==> src/hdl/pmp_timing_pkg.sv <==
// Contract
// [RULE1] acknowledge mode 00: ignore the acknowledge input, end on wait timing
// [RULE2] mode 10: hold access open until acknowledge, no time-out; 11 reserved
// [RULE3] mode 01: wait for acknowledge, give up after strobe field or 255 Tcy
// [RULE4] alternate master wait is the 3-bit field plus three cycles
// [RULE5] setup before strobe is the setup field plus one quarter Tcy
// [RULE6] write strobe width is strobe field plus one half Tcy
// [RULE7] read strobe width is strobe field plus three quarters Tcy
// [RULE8] write hold is hold field plus one quarter Tcy
// [RULE9] read hold is exactly the hold field in whole Tcy
// [RULE10] each chip select has own fields; setup, strobe, hold in order
package pmp_timing_pkg;
   // time base
   localparam int TCY_NS = 40;
   localparam int CLK_NS = 10;
   localparam int QTR_CLKS = ((TCY_NS / 4) + CLK_NS - 1) / CLK_NS;
   localparam int QTR_PER_TCY = 4;
   localparam int TMO_DEFAULT_TCY = 255;
   localparam int ALTWAIT_BASE = 3;
   localparam int SETUP_EXTRA_QTR = 1;
   localparam int WR_STROBE_EXTRA_QTR = 2;
   localparam int RD_STROBE_EXTRA_QTR = 3;
   localparam int WR_HOLD_EXTRA_QTR = 1;
   // mode register fields
   localparam int ACKMODE_LSB = 14;
   localparam int ALTWAIT_LSB = 11;
   localparam int SETUP_LSB = 6;
   localparam int STROBE_LSB = 2;
   localparam int HOLD_LSB = 0;
   localparam logic [15:0] MODE_WMASK = 16'hf8ff;
   localparam logic [15:0] MODE_RESET = 16'h0000;
   // register map
   localparam logic [7:0] CS_MODE_BASE = 8'h00;
   localparam logic [7:0] STATUS_OFS = 8'h20;
   localparam int STAT_BUSY_BIT = 0;
   localparam int STAT_TMO_BIT = 1;
   localparam logic [1:0] RESP_OKAY = 2'h0;
   localparam logic [1:0] RESP_SLVERR = 2'h2;

   typedef enum logic [1:0] {
      ACK_OFF = 2'b00,
      ACK_TMO = 2'b01,
      ACK_WAIT = 2'b10,
      ACK_RSVD = 2'b11
   } ack_mode_t;

   typedef enum logic [2:0] {
      ST_IDLE = 3'b000,
      ST_SETUP = 3'b001,
      ST_STROBE = 3'b010,
      ST_HOLD = 3'b011,
      ST_DONE = 3'b100
   } phase_t;
endpackage

==> src/hdl/sync2.sv <==
`timescale 1ns/1ps
module sync2 #(
   parameter int W = 1
) (
   // clock and reset
   input wire logic clk_sys_i,
   input wire logic rstn_i,
   // level in and out
   input wire logic [W-1:0] d_i,
   output logic [W-1:0] q_o
);
   logic [W-1:0] meta;

   always_ff @(posedge clk_sys_i)
   begin
      if (!rstn_i)
      begin
         meta <= '0;
         q_o <= '0;
      end
      else
      begin
         meta <= d_i;
         q_o <= meta;
      end
   end
endmodule

==> src/hdl/cs_mode_reg.sv <==
`timescale 1ns/1ps
module cs_mode_reg (
   // clock and reset
   input wire logic clk_sys_i,
   input wire logic rstn_i,
   // write port
   input wire logic we_i,
   input wire logic [15:0] wdata_i,
   input wire logic [1:0] wstrb_i,
   // stored value
   output logic [15:0] value_o
);
   logic [15:0] lane;

   assign lane = {{8{wstrb_i[1]}}, {8{wstrb_i[0]}}}
      & pmp_timing_pkg::MODE_WMASK;

   // bits 10-8 never store, so they read as zero
   always_ff @(posedge clk_sys_i)
   begin
      if (!rstn_i)
         value_o <= pmp_timing_pkg::MODE_RESET;
      else if (we_i)
         value_o <= (value_o & ~lane) | (wdata_i & lane);
   end
endmodule

==> src/hdl/pmp_cs_timing.sv <==
// Chosen here: the placing of the registers and the AXI4-Lite interface to the registers.
`timescale 1ns/1ps
module pmp_cs_timing #(
   parameter int NCS = 2,
   parameter int AW = 8,
   parameter int PAW = 16,
   parameter int DW = 16
) (
   // clock and reset
   input wire logic clk_sys_i,
   input wire logic rstn_i,
   // axi4-lite write
   input wire logic [AW-1:0] s_axi_awaddr_i,
   input wire logic s_axi_awvalid_i,
   output logic s_axi_awready_o,
   input wire logic [31:0] s_axi_wdata_i,
   input wire logic [3:0] s_axi_wstrb_i,
   input wire logic s_axi_wvalid_i,
   output logic s_axi_wready_o,
   output logic [1:0] s_axi_bresp_o,
   output logic s_axi_bvalid_o,
   input wire logic s_axi_bready_i,
   // axi4-lite read
   input wire logic [AW-1:0] s_axi_araddr_i,
   input wire logic s_axi_arvalid_i,
   output logic s_axi_arready_o,
   output logic [31:0] s_axi_rdata_o,
   output logic [1:0] s_axi_rresp_o,
   output logic s_axi_rvalid_o,
   input wire logic s_axi_rready_i,
   // access request
   input wire logic req_valid_i,
   output logic req_ready_o,
   input wire logic req_write_i,
   input wire logic req_alt_i,
   input wire logic [$clog2(NCS)-1:0] req_cs_i,
   input wire logic [PAW-1:0] req_addr_i,
   input wire logic [DW-1:0] req_wdata_i,
   // access answer
   output logic done_o,
   output logic timeout_o,
   output logic [DW-1:0] rdata_o,
   // parallel pins
   output logic [NCS-1:0] cs_n_o,
   output logic [PAW-1:0] addr_o,
   output logic rd_strobe_o,
   output logic wr_strobe_o,
   output logic [DW-1:0] data_o,
   output logic data_oe_o,
   input wire logic [DW-1:0] data_i,
   input wire logic [NCS-1:0] external_acknowledge_input_i
);
   localparam int CSW = $clog2(NCS);

   logic [15:0] mode_reg [NCS];
   logic [NCS-1:0] mode_we;
   logic [NCS-1:0] ack_s;
   logic [DW-1:0] data_s;
   logic aw_have, w_have, do_write;
   logic [AW-1:0] aw_addr;
   logic [31:0] w_data;
   logic [3:0] w_strb;
   logic tmo_flag, tmo_event, tmo_q, wr_status;
   logic [31:0] rd_word;
   logic rd_hit;
   pmp_timing_pkg::phase_t state, next_state;
   logic [11:0] cnt, next_cnt;
   logic [CSW-1:0] cs_q;
   logic wr_q, alt_q, ack_sel, strobe_end;
   logic [15:0] mode_q, req_mode;
   logic [PAW-1:0] addr_q;
   logic [DW-1:0] wdata_q;
   pmp_timing_pkg::ack_mode_t ack_mode;
   logic [CSW-1:0] cs_cur;
   logic wr_cur;
   logic [2:0] f_am;
   logic [1:0] f_b, f_e;
   logic [3:0] f_m;

   // pins from outside pass two flops first
   sync2 #(.W(NCS)) u_ack_sync (
      .clk_sys_i(clk_sys_i),
      .rstn_i(rstn_i),
      .d_i(external_acknowledge_input_i),
      .q_o(ack_s)
   );
   sync2 #(.W(DW)) u_data_sync (
      .clk_sys_i(clk_sys_i),
      .rstn_i(rstn_i),
      .d_i(data_i),
      .q_o(data_s)
   );

   // [RULE10] one mode copy per chip select
   for (genvar i = 0; i < NCS; i++)
   begin : g_cs
      assign mode_we[i] = do_write
         && aw_addr[AW-1:2] == (AW-2)'(i)
         && aw_addr < pmp_timing_pkg::STATUS_OFS;
      cs_mode_reg u_mode (
         .clk_sys_i(clk_sys_i),
         .rstn_i(rstn_i),
         .we_i(mode_we[i]),
         .wdata_i(w_data[15:0]),
         .wstrb_i(w_strb[1:0]),
         .value_o(mode_reg[i])
      );
   end

   // write channel: address and data taken in either order
   assign s_axi_awready_o = !aw_have && !s_axi_bvalid_o;
   assign s_axi_wready_o = !w_have && !s_axi_bvalid_o;
   assign do_write = aw_have && w_have && !s_axi_bvalid_o;
   assign wr_status = do_write
      && aw_addr == pmp_timing_pkg::STATUS_OFS;

   always_ff @(posedge clk_sys_i)
   begin
      if (!rstn_i)
      begin
         aw_have <= 1'b0;
         w_have <= 1'b0;
         aw_addr <= '0;
         w_data <= '0;
         w_strb <= '0;
         s_axi_bvalid_o <= 1'b0;
         s_axi_bresp_o <= pmp_timing_pkg::RESP_OKAY;
      end
      else
      begin
         if (s_axi_awvalid_i && s_axi_awready_o)
         begin
            aw_have <= 1'b1;
            aw_addr <= s_axi_awaddr_i;
         end
         if (s_axi_wvalid_i && s_axi_wready_o)
         begin
            w_have <= 1'b1;
            w_data <= s_axi_wdata_i;
            w_strb <= s_axi_wstrb_i;
         end
         if (do_write)
         begin
            aw_have <= 1'b0;
            w_have <= 1'b0;
            s_axi_bvalid_o <= 1'b1;
            s_axi_bresp_o <= (|mode_we || wr_status)
               ? pmp_timing_pkg::RESP_OKAY
               : pmp_timing_pkg::RESP_SLVERR;
         end
         else if (s_axi_bvalid_o && s_axi_bready_i)
            s_axi_bvalid_o <= 1'b0;
      end
   end

   // read channel: answer one cycle after the address is taken
   assign s_axi_arready_o = !s_axi_rvalid_o;

   always_comb
   begin
      rd_word = '0;
      rd_hit = 1'b0;
      if (s_axi_araddr_i == pmp_timing_pkg::STATUS_OFS)
      begin
         rd_hit = 1'b1;
         rd_word[pmp_timing_pkg::STAT_BUSY_BIT] = state != pmp_timing_pkg::ST_IDLE;
         rd_word[pmp_timing_pkg::STAT_TMO_BIT] = tmo_flag;
      end
      for (int i = 0; i < NCS; i++)
      begin
         if (s_axi_araddr_i == AW'(4 * i))
         begin
            rd_hit = 1'b1;
            rd_word[15:0] = mode_reg[i];
         end
      end
   end

   always_ff @(posedge clk_sys_i)
   begin
      if (!rstn_i)
      begin
         s_axi_rvalid_o <= 1'b0;
         s_axi_rdata_o <= '0;
         s_axi_rresp_o <= pmp_timing_pkg::RESP_OKAY;
      end
      else if (s_axi_arvalid_i && s_axi_arready_o)
      begin
         s_axi_rvalid_o <= 1'b1;
         s_axi_rdata_o <= rd_word;
         s_axi_rresp_o <= rd_hit ? pmp_timing_pkg::RESP_OKAY
            : pmp_timing_pkg::RESP_SLVERR;
      end
      else if (s_axi_rready_i)
         s_axi_rvalid_o <= 1'b0;
   end

   // sticky time-out flag, write one to clear; a new event wins
   always_ff @(posedge clk_sys_i)
   begin
      if (!rstn_i)
         tmo_flag <= 1'b0;
      else if (tmo_event)
         tmo_flag <= 1'b1;
      else if (wr_status && w_strb[0]
         && w_data[pmp_timing_pkg::STAT_TMO_BIT])
         tmo_flag <= 1'b0;
   end

   // fields of the chip select latched at the start of the access
   assign ack_mode = pmp_timing_pkg::ack_mode_t'(
      mode_q[pmp_timing_pkg::ACKMODE_LSB +: 2]);
   assign f_am = mode_q[pmp_timing_pkg::ALTWAIT_LSB +: 3];
   assign f_b = mode_q[pmp_timing_pkg::SETUP_LSB +: 2];
   assign f_m = mode_q[pmp_timing_pkg::STROBE_LSB +: 4];
   assign f_e = mode_q[pmp_timing_pkg::HOLD_LSB +: 2];
   assign req_mode = mode_reg[req_cs_i];
   assign ack_sel = ack_s[cs_q];
   assign req_ready_o = state == pmp_timing_pkg::ST_IDLE;
   // first setup cycle is launched from idle, before the capture lands
   assign cs_cur = (state == pmp_timing_pkg::ST_IDLE) ? req_cs_i : cs_q;
   assign wr_cur = (state == pmp_timing_pkg::ST_IDLE) ? req_write_i : wr_q;

   function automatic logic [11:0] qtr(input int n);
      qtr = 12'(n * pmp_timing_pkg::QTR_CLKS);
   endfunction

   // strobe phase length, or time-out window in mode 01
   function automatic logic [11:0] strobe_len(input logic [15:0] m,
      input logic wr, input logic alt);
      int fm;
      int am;
      fm = int'(m[pmp_timing_pkg::STROBE_LSB +: 4]);
      am = int'(m[pmp_timing_pkg::ALTWAIT_LSB +: 3]);
      if (alt)
         strobe_len = 12'(am + pmp_timing_pkg::ALTWAIT_BASE);
      else if (m[pmp_timing_pkg::ACKMODE_LSB +: 2]
         == pmp_timing_pkg::ACK_TMO)
         strobe_len = qtr(pmp_timing_pkg::QTR_PER_TCY * ((fm == 0)
            ? pmp_timing_pkg::TMO_DEFAULT_TCY : fm));
      else if (wr)
         strobe_len = qtr(pmp_timing_pkg::QTR_PER_TCY * fm
            + pmp_timing_pkg::WR_STROBE_EXTRA_QTR);
      else
         strobe_len = qtr(pmp_timing_pkg::QTR_PER_TCY * fm
            + pmp_timing_pkg::RD_STROBE_EXTRA_QTR);
   endfunction

   // ending condition of the strobe phase
   always_comb
   begin
      strobe_end = cnt == '0;
      tmo_event = 1'b0;
      if (!alt_q)
      begin
         case (ack_mode)
            // [RULE2] wait on acknowledge without limit
            pmp_timing_pkg::ACK_WAIT:
               strobe_end = ack_sel;
            // [RULE3] acknowledge or time-out
            pmp_timing_pkg::ACK_TMO:
            begin
               strobe_end = ack_sel || cnt == '0;
               tmo_event = state == pmp_timing_pkg::ST_STROBE
                  && !ack_sel && cnt == '0;
            end
            // [RULE1] acknowledge ignored, reserved acts alike
            default:
               strobe_end = cnt == '0;
         endcase
      end
   end

   // [RULE10] setup, strobe, hold in order
   always_comb
   begin
      next_state = state;
      next_cnt = (cnt == '0) ? cnt : cnt - 12'h001;
      case (state)
         pmp_timing_pkg::ST_IDLE:
            if (req_valid_i)
            begin
               next_state = pmp_timing_pkg::ST_SETUP;
               // [RULE5] setup field plus a quarter
               next_cnt = qtr(pmp_timing_pkg::QTR_PER_TCY
                  * int'(req_mode[pmp_timing_pkg::SETUP_LSB +: 2])
                  + pmp_timing_pkg::SETUP_EXTRA_QTR) - 12'h001;
            end
         pmp_timing_pkg::ST_SETUP:
            if (cnt == '0)
            begin
               next_state = pmp_timing_pkg::ST_STROBE;
               // [RULE6] [RULE7] [RULE4] strobe or alternate wait
               next_cnt = strobe_len(mode_q, wr_q, alt_q) - 12'h001;
            end
         pmp_timing_pkg::ST_STROBE:
            if (strobe_end)
            begin
               // [RULE9] read hold of zero skips the phase
               if (!wr_q && f_e == 2'h0)
                  next_state = pmp_timing_pkg::ST_DONE;
               else
                  next_state = pmp_timing_pkg::ST_HOLD;
               // [RULE8] [RULE9] hold length by direction
               next_cnt = wr_q
                  ? qtr(pmp_timing_pkg::QTR_PER_TCY * int'(f_e)
                     + pmp_timing_pkg::WR_HOLD_EXTRA_QTR) - 12'h001
                  : qtr(pmp_timing_pkg::QTR_PER_TCY * int'(f_e))
                     - 12'h001;
            end
         pmp_timing_pkg::ST_HOLD:
            if (cnt == '0)
               next_state = pmp_timing_pkg::ST_DONE;
         pmp_timing_pkg::ST_DONE:
            next_state = pmp_timing_pkg::ST_IDLE;
         default:
            next_state = pmp_timing_pkg::ST_IDLE;
      endcase
   end

   always_ff @(posedge clk_sys_i)
   begin
      if (!rstn_i)
      begin
         state <= pmp_timing_pkg::ST_IDLE;
         cnt <= '0;
      end
      else
      begin
         state <= next_state;
         cnt <= next_cnt;
      end
   end

   // request captured once; later mode writes wait for the next access
   always_ff @(posedge clk_sys_i)
   begin
      if (!rstn_i)
      begin
         cs_q <= '0;
         wr_q <= 1'b0;
         alt_q <= 1'b0;
         mode_q <= pmp_timing_pkg::MODE_RESET;
         addr_q <= '0;
         wdata_q <= '0;
      end
      else if (req_valid_i && req_ready_o)
      begin
         cs_q <= req_cs_i;
         wr_q <= req_write_i;
         alt_q <= req_alt_i;
         mode_q <= req_mode;
         addr_q <= req_addr_i;
         wdata_q <= req_wdata_i;
      end
   end

   // answer: data sampled at strobe end, seen two cycles late at the pin
   always_ff @(posedge clk_sys_i)
   begin
      if (!rstn_i)
      begin
         rdata_o <= '0;
         tmo_q <= 1'b0;
         done_o <= 1'b0;
         timeout_o <= 1'b0;
      end
      else
      begin
         if (state == pmp_timing_pkg::ST_STROBE && strobe_end)
         begin
            tmo_q <= tmo_event;
            if (!wr_q)
               rdata_o <= data_s;
         end
         done_o <= next_state == pmp_timing_pkg::ST_DONE;
         // a flag left from an earlier access must not leak into this one
         timeout_o <= next_state == pmp_timing_pkg::ST_DONE
            && ((state == pmp_timing_pkg::ST_STROBE) ? tmo_event : tmo_q);
      end
   end

   // select, strobe and enable pins registered from the next phase so they switch with it; address and data load one cycle into setup
   always_ff @(posedge clk_sys_i)
   begin
      if (!rstn_i)
      begin
         cs_n_o <= '1;
         addr_o <= '0;
         rd_strobe_o <= 1'b0;
         wr_strobe_o <= 1'b0;
         data_o <= '0;
         data_oe_o <= 1'b0;
      end
      else
      begin
         cs_n_o <= '1;
         rd_strobe_o <= next_state == pmp_timing_pkg::ST_STROBE && !wr_q;
         wr_strobe_o <= next_state == pmp_timing_pkg::ST_STROBE && wr_q;
         data_oe_o <= wr_cur && next_state != pmp_timing_pkg::ST_IDLE
            && next_state != pmp_timing_pkg::ST_DONE;
         if (next_state != pmp_timing_pkg::ST_IDLE
            && next_state != pmp_timing_pkg::ST_DONE)
            cs_n_o[cs_cur] <= 1'b0;
         if (state == pmp_timing_pkg::ST_SETUP)
         begin
            addr_o <= addr_q;
            data_o <= wdata_q;
         end
      end
   end

   // helper: cycles spent so far in the current phase
   logic [11:0] ph_len;
   logic leaving;
   assign leaving = next_state != state;
   always_ff @(posedge clk_sys_i)
   begin
      if (!rstn_i || leaving)
         ph_len <= '0;
      else
         ph_len <= ph_len + 12'h001;
   end
endmodule

==> config.mk <==
export PLATFORM = sky130hd
export DESIGN_NAME = pmp_cs_timing
export DESIGN_NICKNAME = d
export VERILOG_FILES = /design/src/hdl/pmp_timing_pkg.sv /design/src/hdl/sync2.sv /design/src/hdl/cs_mode_reg.sv /design/src/hdl/pmp_cs_timing.sv
export SDC_FILE = /design/constraint.sdc
export NUM_CORES = 1
export LEC_CHECK = 0
export BUFFER_PORTS_ARGS = -buffer_cell sky130_fd_sc_hd__buf_2
export CORE_ASPECT_RATIO = 0.75
export CORE_MARGIN = 2
export CORE_UTILIZATION = 28
export DETAILED_ROUTE_END_ITERATION = 8
export PLACE_DENSITY = 0.49
export SLEW_MARGIN = 20
export SYNTH_ARGS = -nofsm -noshare
export SYNTH_HDL_FRONTEND = slang
export SYNTH_HIERARCHICAL = 1
export SYNTH_SLANG_ARGS = --single-unit
export TNS_END_PERCENT = 30
==> constraint.sdc <==
create_clock -name clk_sys_i -period 3.1 [get_ports clk_sys_i]
set_input_delay 0.62 -clock clk_sys_i [delete_from_list [all_inputs] [get_ports clk_sys_i]]
set_output_delay 0.62 -clock clk_sys_i [all_outputs]
set_load 0.005 [all_outputs]
==> metrics.md <==
| Metric | Value |
|---|---|
| Outcome | `finished clean` |
| Rel. slew slack | `0.479` |
| Startpoint type of the worst setup path | `flop` |
| Hold-fix buffer count after cts | `0` |
| Site Rows | `58` |
| Post-Syn Instances | `1065` |
| Htree depth | `1` |
| Post-Syn Area | `9650 µm²` |
| Port bufs | `170` |
| Drt first pass iters | `5` |
| Vias | `7561` |
| Worst-margin pin slew | `around 0.78 ns` |
| Detail Placement HPWL | `around 17000 µm` |
| Post-Syn Area per Cell | `between 9 and 10 µm²` |
| Fmax | `390 MHz` |
| Die height | `about 160 µm` |
| Multi-input gate area | `between 4000 and 5000 µm²` |
| Post-CTS sizing | `0` |
| Synthesis Warnings | `6` |
| Vias in the first global route | `slightly above 7000` |
| Worst setup path category | `reg -> reg` |
| Critical Path Sink Type | `flop` |
| Placed cells | `between 1500 and 2000` |
| Clock Skew | `approximately 0.012 ns` |
| Setup Viol. Count Final | `0` |
| Antenna violations before repair | `2` |
| Gpl congestion | `0.814` |
| Final hold viol count | `0` |
| GRT Resource Usage Total | `0.134` |
| CTS Buf Count | `25` |
| Final Non-Filler Cells | `~1700` |
| Wirelength per Cell | `between 10 and 15 µm` |
| Setup TNS | `0 ns` |
| Maximum vdd ir drop | `roughly 0.41 mV` |
| CP max stage delay | `roughly 0.48 ns` |
| CORE AREA | `between 30000 and 40000 µm²` |
| WP data required | `roughly 3.5 ns` |
| Root buffer cell | `clkbuf_16` |
| Filler cell count | `between 3000 and 4000` |
| Leak Pwr | `around 4.8 nW` |
| Storage cell area | `4500 µm²` |
| Syn-to-layout area delta | `20.1%` |
| RSZ-0062 raised after global routing | `no` |
| Critical Path AT | `~3.0 ns` |
| CTS tree | `built` |
| Share of cells above drive strength 1 | `0.254` |
| Antenna Violating Nets Remaining | `0` |
| WL final | `around 24000 µm` |
| Crit path max fanout | `18` |
| Reg2Reg Setup Slack | `between 0.5 and 0.6 ns` |
| # DRC | `0` |
| Worst hold path class | `in -> reg` |
| Drt initial violations | `between 300 and 400` |
| Post-CTS Setup Bufs | `0` |
| CTS Sinks | `225` |
| PwrDens | `around 760 nW/µm²` |
| DIE WIDTH | `approximately 220 µm` |
| Max-cap viol count | `0` |
| Cells along the critical path | `inv_1 > ha_1 > nor4b_2 > nand4_2 > a21o_1 > nor2_8 > mux2i_1 > nor2b_1` |
| Initial core utilization | `0.286` |
| GRT overflow | `0` |
| DR vias/cell | `around 4.5` |
| Slew Limit Fails | `0` |
| Pin count of the biggest net entering global routing | `85` |
| Total I/O pin count | `210` |
| Slowest cell on crit path | `nor4b_2` |
| Clk Latency, worst-skew pair | `roughly 0.53 ns` |
| Final #Nets | `1326` |
| Reg clk slew, reported paths | `0.06 ns` |
| Minimum clock period | `~2.6 ns` |
| Final worst-path cycle share | `0.828` |
| Bufs on Longest Clock Path | `3` |
| First-pass GRT wire length | `between 30000 and 40000 µm` |
| Die ar. | `around 36000 µm²` |
-- metrics by stage --
step	cell area, µm²	hold WS [ns]	utilization	worst slack, ns	power (mW)
2_1_floorplan	9730	0.406	-	0.891	5.22
3_3_place_gp	10700	0.419	0.318	0.553	5.81
3_5_place_dp	10700	0.419	0.318	0.483	5.84
4_1_cts	11600	0.263	0.343	0.482	8.97
5_1_grt	11600	0.275	0.343	0.270	9.41
6_report	11600	0.291	0.343	0.535	8.84
-- worst paths after layout --
kind | startpoint | end | depth (start not counted)
setup / recovery | cnt[0]$_SDFF_PN0_ | rdata_o[9]$_SDFFE_PN0P_ | 8
hold / removal | external_acknowledge_input_i[0] | u_ack_sync/meta[0]$_SDFF_PN0_ | 2
setup reg to reg | cnt[0]$_SDFF_PN0_ | rdata_o[9]$_SDFFE_PN0P_ | 8
hold reg to reg | u_ack_sync/meta[0]$_SDFF_PN0_ | u_ack_sync/q_o[0]$_SDFF_PN0_ | 1
-- worst max-delay path: cells and delay by family, from the launching register on --
family | cells | cell delay [ns]
and+or+nand+nor | 4 | 1.21
AOI/OAI and AO/OA | 1 | 0.40
DFF | 1 | 0.36
muxes | 1 | 0.24
adders and majority gates | 1 | 0.16
buffers and inverters | 1 | 0.09
-- metal layers --
metal / wire, µm / GRT usage
met5: 13 / 0
met4: 482 / 0.0297
met3: 1530 / 0.0425
met2: 10400 / 0.201
met1: 11800 / 0.186
-- layout by cell type (no fill, tap or decap), types with 3 or more instances in the layout --
cell type / instances
a211oi_1: 3
a21boi_0: 97
nand2_1: 251
or2_1: 3
nor4_1: 3
xor2_1: 5
nor3_1: 14
and2_2: 33
and2_1: 9
nand2b_1: 7
o31ai_1: 7
nand4_1: 27
mux2_2: 15
xnor2_1: 9
conb_1: 24
o21ai_2: 16
dfxtp_1: 225
ha_1: 7
or3_1: 6
a22oi_1: 15
mux2i_1: 33
buf_2: 169
nand3_1: 8
nor4b_1: 3
clkbuf_16: 25
o21ai_0: 25
clkbuf_8: 9
clkinv_2: 4
o22ai_1: 4
buf_4: 13
nor2b_1: 33
inv_1: 16
a21oi_1: 15
o211a_1: 12
nor2_1: 23
-- final cells by class --
cell class              count  share of cell area
well taps                 450              0.0486
multi-input cells         753               0.397
repair buffers            185              0.0859
clock inverters             9             0.00907
flip-flops and latches    225               0.389
clock buffers              36              0.0654
inverters                  16             0.00519
diodes                      1            0.000216
-- where the power goes --
| part | total (mW) | switching (mW) | internal [mW] |
|---|---|---|---|
| clock network | 3.07 | 1.21 | 1.86 |
| registers | 3.44 | 0.254 | 3.18 |
| logic | 2.34 | 1.41 | 0.929 |
(Power assumes the default switching activity.)
